File: src/pkg/touch_regs.vh
`ifndef TOUCH_CTRL_REGS_VH
`define TOUCH_CTRL_REGS_VH

// serial command layout after the start bit, msb first
`define CMD_BITS        3'd7
`define CMD_LAST        3'd6
`define CMD_CHAN_HI     6
`define CMD_CHAN_LO     4
`define CMD_MODE_8BIT   3
`define CMD_REF_SE      2
`define CMD_REF_PWR     1
`define CMD_PD_CTRL     0

// acquisition length in conversion clocks
`define ACQ_LAST        3'd2

// result resolution
`define RES_BITS        12
`define SAR_MSB         4'd11
`define SAR_LSB_12      4'd0
`define SAR_LSB_8       4'd4
`define SAR_TRIAL       12'h800
`define SAR_ZERO        12'h000

// channel codes
`define CH_TEMP_LOW     3'h0
`define CH_Y_POS        3'h1
`define CH_BATTERY      3'h2
`define CH_Z1           3'h3
`define CH_Z2           3'h4
`define CH_X_POS        3'h5
`define CH_AUX          3'h6
`define CH_TEMP_HIGH    3'h7

// reference source: vref pin/gnd, or pairs of panel terminals
`define REF_VREF_PIN    2'h0
`define REF_YP_YN       2'h1
`define REF_YP_XN       2'h2
`define REF_XP_XN       2'h3

// sequencer states
`define ST_IDLE         2'h0
`define ST_CMD          2'h1
`define ST_ACQ          2'h2
`define ST_CONV         2'h3

// reset values
`define CMD_RESET       7'h00
`define CNT_RESET       3'h0

`endif

File: src/rtl/pin_sync.v
`timescale 1ns/1ps
// two-stage synchroniser for asynchronous pin levels
module pin_sync #(
  parameter WIDTH = 1
) (
  input  wire             core_clk,
  input  wire             rst,
  input  wire [WIDTH-1:0] async_in,
  output reg  [WIDTH-1:0] sync_out
);
  reg [WIDTH-1:0] meta_r;

  always @(posedge core_clk or posedge rst) begin
    if (rst) begin
      meta_r   <= {WIDTH{1'b0}};
      sync_out <= {WIDTH{1'b0}};
    end else begin
      meta_r   <= async_in;
      sync_out <= meta_r;
    end
  end
endmodule

File: src/rtl/touch_adc_mux_control.v
`timescale 1ns/1ps
`include "touch_regs.vh"

module touch_adc_mux_control (
  input  wire        core_clk,
  input  wire        rst,
  input  wire        conversion_clock,
  input  wire        cs_n,
  input  wire        din,
  input  wire        comp_in,
  output reg         dout,
  output reg         dout_oe,
  output reg         busy,
  output reg         busy_oe,
  output reg  [2:0]  mux_sel,
  output reg  [1:0]  ref_sel,
  output reg         drv_xp,
  output reg         drv_xn,
  output reg         drv_yp,
  output reg         drv_yn,
  output reg         diode_temp_low_bias,
  output reg         diode_temp_high_bias,
  output reg         bat_div_en,
  output reg         internal_ref_power,
  output reg         adc_power_down,
  output reg         sample_en,
  output reg  [11:0] dac_code,
  output reg  [11:0] result,
  output reg         result_valid
);
  wire [3:0] sync_w;
  wire       clk_s;
  wire       csn_s;
  wire       din_s;
  wire       comp_s;
  reg        clk_d_r;
  wire       rise;
  wire       fall;

  reg  [1:0]  st_r;
  reg  [2:0]  cnt_r;
  reg  [6:0]  cmd_r;
  wire [6:0]  cmd_nxt;
  reg  [2:0]  chan_r;
  reg         se_r;
  reg         mode8_r;
  reg         pd0_r;
  reg  [3:0]  idx_r;
  wire [3:0]  lsb_idx;

  reg  [2:0]  mux_nxt;
  reg  [1:0]  ref_nxt;
  reg         xp_nxt;
  reg         xn_nxt;
  reg         yp_nxt;
  reg         yn_nxt;
  reg         drv_on;
  reg         acq_on;

  // every pin is asynchronous to core_clk
  pin_sync #(
    .WIDTH    (4)
  ) u_sync (
    .core_clk (core_clk),
    .rst      (rst),
    .async_in ({comp_in, din, ~cs_n, conversion_clock}),
    .sync_out (sync_w)
  );

  assign clk_s   = sync_w[0];
  // select is synced active high so reset reads as deselected
  assign csn_s   = ~sync_w[1];
  assign din_s   = sync_w[2];
  assign comp_s  = sync_w[3];
  assign rise    = clk_s & ~clk_d_r;
  assign fall    = ~clk_s & clk_d_r;
  assign cmd_nxt = {cmd_r[5:0], din_s};
  assign lsb_idx = mode8_r ? `SAR_LSB_8 : `SAR_LSB_12;

  // panel switch and mux decode from the latched command
  always @* begin
    drv_on  = (st_r == `ST_ACQ) || (st_r == `ST_CONV) || pd0_r;
    acq_on  = (st_r == `ST_ACQ);
    mux_nxt = chan_r;
    ref_nxt = `REF_VREF_PIN;
    xp_nxt  = 1'b0;
    xn_nxt  = 1'b0;
    yp_nxt  = 1'b0;
    yn_nxt  = 1'b0;
    if (se_r) begin
      case (chan_r)
        `CH_Y_POS: begin
          yp_nxt = drv_on;
          yn_nxt = drv_on;
        end
        `CH_Z1, `CH_Z2: begin
          xn_nxt = drv_on;
          yp_nxt = drv_on;
        end
        `CH_X_POS: begin
          xp_nxt = drv_on;
          xn_nxt = drv_on;
        end
        default: begin
          xp_nxt = 1'b0;
        end
      endcase
    end else begin
      // references always from a plate pair, never the vref pin
      case (chan_r)
        `CH_Y_POS: begin
          ref_nxt = `REF_YP_YN;
          yp_nxt  = drv_on;
          yn_nxt  = drv_on;
        end
        `CH_Z1, `CH_Z2: begin
          ref_nxt = `REF_YP_XN;
          yp_nxt  = drv_on;
          xn_nxt  = drv_on;
        end
        `CH_X_POS: begin
          ref_nxt = `REF_XP_XN;
          xp_nxt  = drv_on;
          xn_nxt  = drv_on;
        end
        default: begin
          // unsupported code: plates idle, still no vref pin
          ref_nxt = `REF_YP_YN;
        end
      endcase
    end
  end

  always @(posedge core_clk or posedge rst) begin
    if (rst) begin
      mux_sel              <= `CH_TEMP_LOW;
      ref_sel              <= `REF_VREF_PIN;
      drv_xp               <= 1'b0;
      drv_xn               <= 1'b0;
      drv_yp               <= 1'b0;
      drv_yn               <= 1'b0;
      diode_temp_low_bias  <= 1'b0;
      diode_temp_high_bias <= 1'b0;
      bat_div_en           <= 1'b0;
      sample_en            <= 1'b0;
      adc_power_down       <= 1'b1;
      dout_oe              <= 1'b0;
      busy_oe              <= 1'b0;
      busy                 <= 1'b0;
    end else begin
      mux_sel              <= mux_nxt;
      ref_sel              <= ref_nxt;
      drv_xp               <= xp_nxt;
      drv_xn               <= xn_nxt;
      drv_yp               <= yp_nxt;
      drv_yn               <= yn_nxt;
      // bias current costs power, so only while acquiring
      diode_temp_low_bias  <= acq_on & se_r & (chan_r == `CH_TEMP_LOW);
      diode_temp_high_bias <= acq_on & se_r &
                              (chan_r == `CH_TEMP_HIGH);
      bat_div_en           <= acq_on & se_r & (chan_r == `CH_BATTERY);
      sample_en            <= acq_on;
      adc_power_down       <= csn_s |
                              ((st_r == `ST_IDLE) & ~pd0_r);
      dout_oe              <= ~csn_s;
      busy_oe              <= ~csn_s;
      busy                 <= ~csn_s & (st_r == `ST_CONV);
    end
  end

  // command capture and successive approximation sequencer
  always @(posedge core_clk or posedge rst) begin
    if (rst) begin
      clk_d_r            <= 1'b0;
      st_r               <= `ST_IDLE;
      cnt_r              <= `CNT_RESET;
      cmd_r              <= `CMD_RESET;
      chan_r             <= `CH_TEMP_LOW;
      se_r               <= 1'b0;
      mode8_r            <= 1'b0;
      pd0_r              <= 1'b0;
      internal_ref_power <= 1'b0;
      idx_r              <= `SAR_MSB;
      dac_code           <= `SAR_ZERO;
      result             <= `SAR_ZERO;
      result_valid       <= 1'b0;
      dout               <= 1'b0;
    end else begin
      clk_d_r      <= clk_s;
      result_valid <= 1'b0;
      if (csn_s) begin
        // deselect aborts any frame; latched mode settings persist
        st_r  <= `ST_IDLE;
        cnt_r <= `CNT_RESET;
        dout  <= 1'b0;
      end else begin
        case (st_r)
          `ST_IDLE: begin
            if (rise && din_s) begin
              st_r  <= `ST_CMD;
              cnt_r <= `CNT_RESET;
            end
          end
          `ST_CMD: begin
            if (rise) begin
              cmd_r <= cmd_nxt;
              cnt_r <= cnt_r + 3'd1;
              if (cnt_r == `CMD_LAST) begin
                st_r               <= `ST_ACQ;
                cnt_r              <= `CNT_RESET;
                chan_r             <= cmd_nxt[`CMD_CHAN_HI:`CMD_CHAN_LO];
                mode8_r            <= cmd_nxt[`CMD_MODE_8BIT];
                se_r               <= cmd_nxt[`CMD_REF_SE];
                internal_ref_power <= cmd_nxt[`CMD_REF_PWR];
                pd0_r              <= cmd_nxt[`CMD_PD_CTRL];
              end
            end
          end
          `ST_ACQ: begin
            if (rise) begin
              cnt_r <= cnt_r + 3'd1;
              if (cnt_r == `ACQ_LAST) begin
                st_r     <= `ST_CONV;
                cnt_r    <= `CNT_RESET;
                idx_r    <= `SAR_MSB;
                dac_code <= `SAR_TRIAL;
              end
            end
          end
          `ST_CONV: begin
            if (fall) begin
              // decided bit idx_r weighs 2^idx_r steps of 1/4096 of the reference
              dac_code[idx_r] <= comp_s;
              dout            <= comp_s;
              if (idx_r == lsb_idx) begin
                st_r         <= `ST_IDLE;
                result       <= dac_code;
                result[idx_r] <= comp_s;
                result_valid <= 1'b1;
              end else begin
                dac_code[idx_r - 4'd1] <= 1'b1;
                idx_r                  <= idx_r - 4'd1;
              end
            end
          end
          default: begin
            st_r <= `ST_IDLE;
          end
        endcase
      end
    end
  end
endmodule

File: config.mk
export PLATFORM = sky130hd
export DESIGN_NAME = touch_adc_mux_control
export DESIGN_NICKNAME = d
export VERILOG_FILES = /design/src/rtl/pin_sync.v /design/src/rtl/touch_adc_mux_control.v
export VERILOG_INCLUDE_DIRS = /design/src /design/src/pkg
export SDC_FILE = /design/constraint.sdc
export NUM_CORES = 1
export LEC_CHECK = 0
export ABC_AREA = 1
export BUFFER_PORTS_ARGS = -buffer_cell sky130_fd_sc_hd__buf_2
export CAP_MARGIN = 30
export CORE_MARGIN = 1.5
export CORE_UTILIZATION = 35
export DETAILED_ROUTE_END_ITERATION = 6
export GPL_TIMING_DRIVEN = 1
export SYNTH_ARGS = -nofsm -noshare
export SYNTH_HDL_FRONTEND = slang
export SYNTH_SLANG_ARGS = --single-unit
File: constraint.sdc
create_clock -name core_clk -period 2 [get_ports core_clk]
set_clock_uncertainty 0.15 [all_clocks]
set_input_delay 0 -clock core_clk [delete_from_list [all_inputs] [get_ports core_clk]]
set_output_delay 0 -clock core_clk [all_outputs]
set_load 0.05 [all_outputs]
==> results.md, run 1 <==
- Outcome: finished clean
- Power per cell area: 1194 nW/um2
- CP max stage delay: 0.37 ns
- Reg clk slew, reported paths: 0.08 ns
- Final setup violation count: 0
- Min-Delay Path Class: input port to async pin
- Worst skew pair latency: 0.35 ns
- Die ar.: 10,330 um2
- First drt pass iteration count: 4
- Routed wire length: 7275 um
- Cells along the critical path: inv_1, ha_2, nand4_4, inv_2, nand3_4, inv_4, nand2_1, nand2_1
- Per-cell routed wire length: 12.35 um
- Initial Util: 0.3650
- Root Buffer: clkbuf_8
- Cell Count, Final, Fillers Out: 589
- Slowest cell on crit path: dfstp_2
- Min Tclk post-route: 1.829 ns
- Sequential share of the synthesized area: 0.5380
- Max_slew headroom: 0.7092
- Sinks on Clock Net: 73
- Top-area cell type share of the netlist area: 0.5072
- Cell count after synthesis: 393
- Core area: 9328 um2
- Post-CTS repair timing setup buffer count: 0
- Placed Area: 3809 um2
- Ports: 50
- Max-slew violation count: 0
- Post-synth top cells: 140 x nand2_1, 69 x dfrtp_1, 36 x inv_1, 29 x nand3_1
- Post-DP HPWL: 4976 um
- Initial antenna violation count: 0
- Gr usage total: 0.1524
- Layout cells sized above 1: 0.2239
- Fmax: 546.9 MHz
- Number of CTS-inserted buffers: 9
- Vias in the first global route: 2,573
- WP data arrival: 1.96 ns
- Layout net count: 471
- Leak pwr: 0.002136 uW
- # rows: 35
- Measured slew at the worst slew-check pin: 0.4361 ns
- Warning count from the yosys run: 0
- Die W: 101.6 um
- Cell taking the most area after synthesis: dfrtp_1
- Die height: 101.6 um
- Cell variety after synth: 31
- Post-route ant nets: 0
- Post-synth ARST share: 1.000
- Startpoint Class: flop
- Tcrit/Tclk final: 0.9143
- Max-cap violations: 0
- Area contributors post-synth: dfrtp_1 51%, nand2_1 15%, nand3_1 4.3%, inv_1 4.0%, ha_1 3.7%
- H-tree depth: 3
- TritonCTS clock tree: yes
- Final hold violation count: 0
- First-pass GRT wire length: 12,210 um
- Crit-path max FO: 16
- # diodes: 0
- CTS Buffer Depth: 2
- Cell total after placement: 568
- Drt drc: 0
- Vias per cell: 4.533
- Number of synthesized flops with an enable pin: 0
- Global route total overflow: 0
- Largest net degree at the start of global routing: 74
- Area Overhead vs Synth: 18.67%
- DRT iter0 DRCs: 89
- Mean area per synthesized cell: 8.663 um2
- Most common cell in the netlist: nand2_1
- Most used cell, CP: nand2_1
- Bufs and invs on worst path: 3
- Vias: 2,670
- Sum Neg Setup Slack: 0 ns
- Flops & latches, synth: 73
- Ys flop type: dfrtp_1
- Peak supply drop: 0.3905 mV
- IO buf count: 49
- Mapped cell area: 3405 um2
- Required time of the critical path: 2.13 ns
- Final GP Congestion: 0.8543
- Crit-path leading delay family: simple AND/OR/NAND/NOR gates
- Fin area: 4040 um2
- Post-synth net total: 409
- Setup CP Type: flop to flop
- WHS: 0.1308 ns
- Crit. End Element: flop
logic make-up after synthesis:
| group | after synthesis | synth area share |
|---|---|---|
| adders and majority gates | 10 | 0.03675 |
| buffers and inverters | 52 | 0.07276 |
| and+or+nand+nor | 206 | 0.2613 |
| AOI/OAI and AO/OA | 52 | 0.09114 |
| DFF | 73 | 0.5380 |
cell usage in the layout, fill, tap and decap left out, types with 4 or more instances in the layout:
master / Yosys / final
a21oi_1: 14 / 14
buf_2: 3 / 49
buf_4: 2 / 7
clkbuf_8: 0 / 9
dfrtp_1: 69 / 69
dfstp_2: 4 / 4
dlygate4sd3_1: 0 / 5
ha_1: 10 / 7
inv_1: 36 / 35
nand2_1: 140 / 140
nand3_1: 29 / 28
nor2_1: 21 / 21
nor2_2: 4 / 4
o21ai_0: 21 / 21
o21ai_2: 6 / 6
o21bai_1: 6 / 6
per-stage QoR:
stage / total power (uW) / utilization / worst slack [ns]
after floorplan: 3341 / - / 0.003349
after global placement: 3786 / 0.4083 / 0.03284
after detailed placement: 3811 / 0.4083 / 0.03342
after CTS: 4833 / 0.4315 / 0.009504
after global routing: 5210 / 0.4331 / -0.005445
final: 4824 / 0.4331 / 0.1714
routing by layer:
layer | global-route usage | wire length (um) | part of all wire | up-vias
li1 | - | - | - | 1376
met1 | 0.2078 | 3448 | 0.47 | 1231
met2 | 0.2328 | 3373 | 0.46 | 47
met3 | 0.02830 | 259 | 0.036 | 16
met4 | 0.07585 | 195 | 0.027 | 0
met5 | 0 | 0 | 0 | -
what timing repair did:
| item | CTS | global route |
|---|---|---|
| hold buffers | 5 | 0 |
| hold endpoints to repair | 77 | 0 |
| endpoints found under the setup margin | 0 | 17 |
| gates resized for setup | 0 | 5 |
state kept, by name, indices dropped and copies added (netlist names), 2 cells and up:
signal           flops
mux_sel              3
cmd_r                6
cnt_r                3
idx_r                4
u_sync.sync_out      4
st_r                 2
dac_code            12
chan_r               3
ref_sel              2
result              12
u_sync.meta_r        4
worst reg2reg max path, cell delays in order, from the launching register on:
cell and delay (ns):
dfstp_2 0.37, inv_1 0.08, ha_2 0.30, nand4_4 0.19
inv_2 0.12, nand3_4 0.22, inv_4 0.20, nand2_1 0.07
nand2_1 0.06
final timing paths:
kind,start,endpoint,slack [ns],depth (start not counted)
max,idx_r[0],result[11],0.17,8
max in group asynchronous,rst,idx_r[1],1.23,4
min,rst,mux_sel[1],0.13,4
min reg2reg,u_sync.meta_r[3],u_sync.sync_out[3],0.20,0
min in group core_clk,din,u_sync.meta_r[2],0.14,2
max reg2reg,idx_r[0],result[11],0.17,8
area by class of cell:
cell class	count	area, um2
fillers	910	5288
flip-flops and latches	73	1832
multi-input cells	268	1338
repair buffers	63	387.9
well taps	129	161.4
inverters	40	155.1
clock buffers	11	131.4
clock inverters	5	35.03
report_power, final:
group	leakage (uW)	internal [uW]	total, uW	switching, uW
clock network	0.0000833	451	996	545
registers	0.000960	1720	1880	154
logic	0.00109	581	1950	1370
(Power assumes the default switching activity.)
==> run 2, diff against run 1 <==
--- a/config.mk
+++ b/config.mk
@@ -15,4 +15,5 @@
 export GPL_TIMING_DRIVEN = 1
 export SYNTH_ARGS = -nofsm -noshare
 export SYNTH_HDL_FRONTEND = slang
+export SYNTH_HIERARCHICAL = 1
 export SYNTH_SLANG_ARGS = --single-unit
==> run 2 against run 1 <==
Against the previous run: wire length increased by 8.2%; clock power increased by 22%; global-route usage increased by 0.59 points; critical endpoint is now dac_code[0]; largest cell class unchanged; highest routed layer unchanged.
==> results.md, run 2 <==
- Post-synth ARST share: 1.000 (unchanged)
- Top-area cell type share of the netlist area: 0.4909 (was 0.5072)
- Vias in the first global route: 2,615 (was 2,573)
- Sinks on Clock Net: 73 (unchanged)
- Crit-path max FO: 6 (was 16)
- Worst r2r path cells: 9 (was 8)
- Largest regs: dac_code (12), result (12), cmd_r (6) (unchanged)
- Most common cell in the netlist: nand2_1 (unchanged)
- Final hold violation count: 0 (unchanged)
- RR Startpoint: idx_r[0] (unchanged)
- Reg2reg end: dac_code[0] (was result[11])
- Setup CP Type: flop to flop (unchanged)
- First-pass GRT wire length: 12,870 um (was 12,210 um)
- Post-DP HPWL: 5542 um (was 4976 um)
- Fmax: 538.5 MHz (was 546.9 MHz)
- RSZ-0062 raised after global routing: false
- Layout cells sized above 1: 0.2317 (was 0.2239)
- Leak pwr: 0.002233 uW (was 0.002136 uW)
- IO buf count: 49 (unchanged)
- Worst skew pair latency: 0.36 ns (was 0.35 ns)
- CTS Buffer Depth: 2 (unchanged)
- DRT iter0 DRCs: 79 (was 89)
- Initial Util: 0.3598 (was 0.3650)
- Cell variety after synth: 33 (was 31)
- Vias per cell: 4.693 (was 4.533)
- Die height: 103.2 um (was 101.6 um)
- Mapped cell area: 3517 um2 (was 3405 um2)
- Startpoint Class: flop (unchanged)
- Sum Neg Setup Slack: 0 ns (unchanged)
- Max-slew violation count: 0 (unchanged)
- Post-synth top cells: 145 x nand2_1, 69 x dfrtp_1, 40 x inv_1, 25 x nand3_1, 25 x nor2_1 (was 140 x nand2_1, 69 x dfrtp_1, 36 x inv_1, 29 x nand3_1)
- Ys flop type: dfrtp_1 (unchanged)
- # rows: 36 (was 35)
- Worst Setup SP: idx_r[0] (unchanged)
- Most frequent cells in the layout: 144 x nand2_1, 69 x dfrtp_1, 49 x buf_2, 39 x inv_1, 25 x nor2_1 (was 140 x nand2_1, 69 x dfrtp_1, 49 x buf_2, 35 x inv_1, 28 x nand3_1)
- Total power draw: 4990 uW (was 4824 uW)
- Number of synthesized flops with an enable pin: 0 (unchanged)
- Cell count after synthesis: 409 (was 393)
- Gr usage total: 0.1583 (was 0.1524)
- Max-cap violations: 0 (unchanged)
- Required time of the critical path: 2.15 ns (was 2.13 ns)
- TritonCTS clock tree: yes (unchanged)
- Mean area per synthesized cell: 8.599 um2 (was 8.663 um2)
- Busiest grt layer: met2 (unchanged)
- Global route total overflow: 0 (unchanged)
- Ports: 50 (unchanged)
- Commonest non-fill, non-tap cell in the layout: nand2_1 (unchanged)
- Layout fillers: 982 (was 910)
- Min-Delay Path Class: input port to async pin (unchanged)
- Met3 Track Usage GR: 0.02755 (was 0.02830)
- Post-synth net total: 428 (was 409)
- Flops & latches, synth: 73 (unchanged)
- Layout net count: 493 (was 471)
- Measured slew at the worst slew-check pin: 0.4665 ns (was 0.4361 ns)
- Initial antenna violation count: 0 (unchanged)
- Die W: 103.2 um (was 101.6 um)
- Number of CTS-inserted buffers: 9 (unchanged)
- Area Overhead vs Synth: 20.53% (was 18.67%)
- Die ar.: 10,660 um2 (was 10,330 um2)
- FF+latch area: 1832 um2 (unchanged)
- Met1 Usage GRT: 0.2239 (was 0.2078)
- Tcrit/Tclk final: 0.9286 (was 0.9143)
- Vias: 2,872 (was 2,670)
- R2r setup slk: 0.14 ns (was 0.17 ns)
- Cell taking the most area after synthesis: dfrtp_1 (unchanged)
- Sequential share of the synthesized area: 0.5208 (was 0.5380)
- First drt pass iteration count: 4 (unchanged)
- Peak supply drop: 0.3956 mV (was 0.3905 mV)
- Root Buffer: clkbuf_8 (unchanged)
- Multi-input gate area: 1450 um2 (was 1338 um2)
- Reg clk slew, reported paths: 0.09 ns (was 0.08 ns)
- Final GP Congestion: 0.9166 (was 0.8543)
- Crit. End Element: flop (unchanged)
- Met2 GRT Util: 0.2404 (was 0.2328)
- # diodes: 0 (unchanged)
- Power per cell area: 1177 nW/um2 (was 1194 nW/um2)
- Area contributors post-synth: dfrtp_1 49%, nand2_1 15%, ha_1 4.6%, inv_1 4.3%, nand3_1 3.6% (was dfrtp_1 51%, nand2_1 15%, nand3_1 4.3%, inv_1 4.0%, ha_1 3.7%)
- H-tree depth: 3 (unchanged)
- Largest net degree at the start of global routing: 66 (was 74)
- Drt drc: 0 (unchanged)
- Final setup violation count: 0 (unchanged)
- Max_slew headroom: 0.6890 (was 0.7092)
- Post-route ant nets: 0 (unchanged)
- Per-cell routed wire length: 12.86 um (was 12.35 um)
- WP data arrival: 2.00 ns (was 1.96 ns)
- Outcome: finished clean (unchanged)
- Min Tclk post-route: 1.857 ns (was 1.829 ns)
- End point of the critical path: dac_code[0] (was result[11])
- Routed wire length: 7871 um (was 7275 um)
- Core area: 9774 um2 (was 9328 um2)
- Warning count from the yosys run: 6 (was 0)
[run 2: logic make-up after synthesis]
group	count (synthesis)	share of synthesized area
AO/OA/AOI/OAI	48	0.08574
adder cells (fa/ha/maj)	13	0.04625
buffers and inverters	56	0.07470
flip-flops	73	0.5208
AND/OR/NAND/NOR	219	0.2725
[run 2: repair_timing]
item / CTS / global route
hold endpoints to repair: 77 / 0
endpoints found under the setup margin: 0 / 18
hold buffers: 6 / 0
setup buffers: 0 / 1
resized for setup: 0 / 8
[run 2: area by class of cell]
class	instances	area share
timing repair buffer	67	0.09917
clock buffer	9	0.02922
sequential	73	0.4321
tap	133	0.03926
multi-input combinational	280	0.3421
clock inverter	7	0.01948
inverter	43	0.03867
[run 2: worst min-delay path by stage]
stage | endpoint | depth (start not counted) | slack (ns) | startpoint
after floorplan | u_sync/meta_r[0] | 1 | -0.33 | rst
after global placement | u_sync/meta_r[3] | 2 | -0.17 | rst
after detailed placement | u_sync/meta_r[3] | 2 | -0.17 | rst
after CTS | clk_d_r | 4 | 0.12 | rst
after global routing | u_sync/meta_r[0] | 2 | 0.12 | conversion_clock
final | result[1] | 4 | 0.11 | rst
[run 2: per-layer routing]
layer | share of wire | routed length (um) | vias up
met4 | 0.018 | 138 | 0
met1 | 0.48 | 3766 | 1344
met3 | 0.050 | 392 | 11
li1 | - | - | 1430
met5 | 0 | 0 | -
met2 | 0.45 | 3572 | 87
[run 2: where the power goes]
| group | internal, uW | switching [uW] | leakage (uW) |
|---|---|---|---|
| Combinational | 594 | 1340 | 0.00117 |
| Sequential | 1680 | 156 | 0.000967 |
| Clock | 597 | 622 | 0.0000988 |
[run 2: worst max-delay path: stages (launching register included)]
cell and delay (ns):
dfstp_2 0.59, inv_1 0.07, ha_1 0.23, inv_4 0.10, nand2_1 0.07, nand2_2 0.12, nand3_2 0.13, o21bai_1 0.20
nand2_1 0.07, nand2_1 0.06
[run 2: stage by stage]
stage | instance area, um2 | hold WS [ns] | setup slack [ns] | std cells | util
floorplan | 3517 | -0.3343 | 0.1746 | 409 | -
global placement | 3938 | -0.1720 | 0.03671 | 589 | 0.4028
detailed placement | 3938 | -0.1697 | 0.03468 | 589 | 0.4028
CTS | 4204 | 0.1170 | 0.009257 | 611 | 0.4301
global route | 4239 | 0.1212 | 0.001947 | 612 | 0.4337
finish | 4239 | 0.1075 | 0.1428 | 612 | 0.4337
==> run 3, diff against run 2 <==
--- a/config.mk
+++ b/config.mk
@@ -11,6 +11,7 @@
 export CAP_MARGIN = 30
 export CORE_MARGIN = 1.5
 export CORE_UTILIZATION = 35
+export CTS_BUF_LIST = sky130_fd_sc_hd__clkbuf_4
 export DETAILED_ROUTE_END_ITERATION = 6
 export GPL_TIMING_DRIVEN = 1
 export SYNTH_ARGS = -nofsm -noshare
==> run 3 against run 2 <==
Against the previous run: sequential power barely moved; flip-flop and latch count unchanged; die area did not move; wire length fell by 0.20%; sequential share of layout area up 0.57 points; clock power down 18%; design area fell by 1.2%.
==> results.md, run 3 (same netlist as run 2, synthesis figures left out) <==
- Outcome: finished clean (unchanged)
- Initial Util: 0.3598 (unchanged)
- Drt drc: 0 (unchanged)
- Leak pwr: 0.002212 uW (was 0.002233 uW)
- H-tree depth: 3 (unchanged)
- First-pass GRT wire length: 12,800 um (was 12,870 um)
- Ports: 50 (unchanged)
- Sw Share: 0.4380 (was 0.4249)
- Largest regs: dac_code (12), result (12), cmd_r (6) (unchanged)
- TritonCTS clock tree: yes (unchanged)
- Clock power frac: 0.210 (was 0.244)
- Vias: 2,861 (was 2,872)
- Startpoint Class: flop (unchanged)
- Placed Area: 3938 um2 (unchanged)
- Max-cap violations: 0 (unchanged)
- Final GP Congestion: 0.9166 (unchanged)
- Per-cell routed wire length: 12.81 um (was 12.86 um)
- Post-DP HPWL: 5542 um (unchanged)
- Vias in the first global route: 2,619 (was 2,615)
- Tcrit/Tclk final: 0.9237 (was 0.9286)
- WP data arrival: 2.08 ns (was 2.00 ns)
- CTS Buffer Depth: 2 (unchanged)
- Fin area: 4187 um2 (was 4239 um2)
- Total power draw: 4776 uW (was 4990 uW)
- DP Worst Slack: 0.03468 ns (unchanged)
- Crit. End Element: flop (unchanged)
- Post-route ant nets: 0 (unchanged)
- Root Buffer: clkbuf_4 (was clkbuf_8)
- Commonest non-fill, non-tap cell in the layout: nand2_1 (unchanged)
- Initial antenna violation count: 0 (unchanged)
- Fmax: 541.3 MHz (was 538.5 MHz)
- Peak supply drop: 0.3970 mV (was 0.3956 mV)
- Max-slew violation count: 0 (unchanged)
- Reg clk slew, reported paths: 0.14 ns (was 0.09 ns)
- Required time of the critical path: 2.23 ns (was 2.15 ns)
- Area Overhead vs Synth: 19.03% (was 20.53%)
- Most frequent cells in the layout: 144 x nand2_1, 68 x dfrtp_1, 49 x buf_2, 39 x inv_1, 25 x nor2_1 (was 144 x nand2_1, 69 x dfrtp_1, 49 x buf_2, 39 x inv_1, 25 x nor2_1)
- Logic gate share of total power: 0.407 (was 0.388)
- Flop pwr share: 0.383 (was 0.368)
- Max_slew headroom: 0.6732 (was 0.6890)
- Min-Delay Path Class: input port to async pin (unchanged)
- Min Tclk post-route: 1.847 ns (was 1.857 ns)
- Sw Pwr: 2092 uW (was 2120 uW)
- Die height: 103.2 um (unchanged)
- Sum Neg Setup Slack: 0 ns (unchanged)
- Global route total overflow: 0 (unchanged)
- Measured slew at the worst slew-check pin: 0.4901 ns (was 0.4665 ns)
- Sinks on Clock Net: 73 (unchanged)
- Layout cells sized above 1: 0.2333 (was 0.2317)
- # diodes: 0 (unchanged)
- Int Power: 2684 uW (was 2870 uW)
- Gr usage total: 0.1579 (was 0.1583)
- Largest net degree at the start of global routing: 66 (unchanged)
- # rows: 36 (unchanged)
- RSZ-0062 raised after global routing: false (unchanged)
- Cell total after placement: 589 (unchanged)
- Layout net count: 494 (was 493)
- Core area: 9774 um2 (unchanged)
- Cell Count, Final, Fillers Out: 613 (was 612)
- Final worst slack: 0.1525 ns (was 0.1428 ns)
- First drt pass iteration count: 4 (unchanged)
- Final hold violation count: 0 (unchanged)
- IO buf count: 49 (unchanged)
- Number of CTS-inserted buffers: 9 (unchanged)
- DRT iter0 DRCs: 101 (was 79)
- Crit-path max FO: 11 (was 6)
- Die W: 103.2 um (unchanged)
- Vias per cell: 4.667 (was 4.693)
- Routed wire length: 7855 um (was 7871 um)
- Power per cell area: 1141 nW/um2 (was 1177 nW/um2)
- Die ar.: 10,660 um2 (unchanged)
- Setup CP Type: flop to flop (unchanged)
- Worst skew pair latency: 0.45 ns (was 0.36 ns)
- Final setup violation count: 0 (unchanged)
-- run 3: cell count changes in the layout (fill, tap and decap cells not counted) --
| cell | before | now |
|---|---|---|
| buf_4 | 10 | 11 |
| clkbuf_4 | 0 | 9 |
| clkbuf_8 | 9 | 0 |
| dfrtp_1 | 69 | 68 |
| dfrtp_2 | 0 | 1 |
| nand3_1 | 23 | 24 |
| nand3_2 | 3 | 2 |
-- run 3: critical path, stage by stage, from the launching register on --
cell and delay (ns):
dfrtp_1 0.46, ha_2 0.32, nor2_1 0.10, nor2_2 0.11
nand4_2 0.17, nor2_1 0.13, buf_4 0.21, nand2_1 0.08
nand2_1 0.06
-- run 3: path summary, 6_finish.rpt --
kind,depth (start not counted),endpoint,slack (ns),start
max in group asynchronous,4,u_sync/sync_out[3],1.03,rst
hold reg to reg,0,u_sync/sync_out[1],0.21,u_sync/meta_r[1]
hold / removal,4,result[1],0.009,rst
min in group core_clk,2,u_sync/meta_r[0],0.04,conversion_clock
setup reg to reg,8,dac_code[3],0.15,st_r[1]
setup / recovery,8,dac_code[3],0.15,st_r[1]
-- run 3: layout make-up --
class                   count  area (um2)
fillers                   994        5588
inverters                  43       163.9
flip-flops and latches     73        1833
clock inverters             7       82.58
well taps                 133       166.4
multi-input cells         280        1445
repair buffers             68       427.9
clock buffers               9       67.56
-- run 3: metrics by stage --
step,utilization,hold WS [ns]
CTS,0.4246,0.005297
finish,0.4283,0.009337
global route,0.4283,0.01590
global placement,0.4028,-0.1720
floorplan,-,-0.3343
detailed placement,0.4028,-0.1697
-- run 3: power by group through the flow --
stage	logic (uW)	clock network [uW]	registers [uW]
floorplan	1150	0	2090
global placement	1840	0	1860
detailed placement	1850	0	1870
CTS	1870	1040	1840
global route	2160	1100	1860
finish	1940	1000	1830
-- run 3: layer usage --
metal	vias up	track usage	wire, um
li1	1438	-	-
met1	1340	0.2222	3881
met2	73	0.2363	3515
met3	10	0.03562	299
met4	0	0.06341	158
met5	-	0	0
-- run 3: what timing repair did --
action,CTS,global route
cloned,0,0
resized for setup,1,7
endpoints found under the hold margin,77,0
hold buffers,6,0
pin swaps,0,0
setup buffers,0,2
setup endpoints to repair,1,18
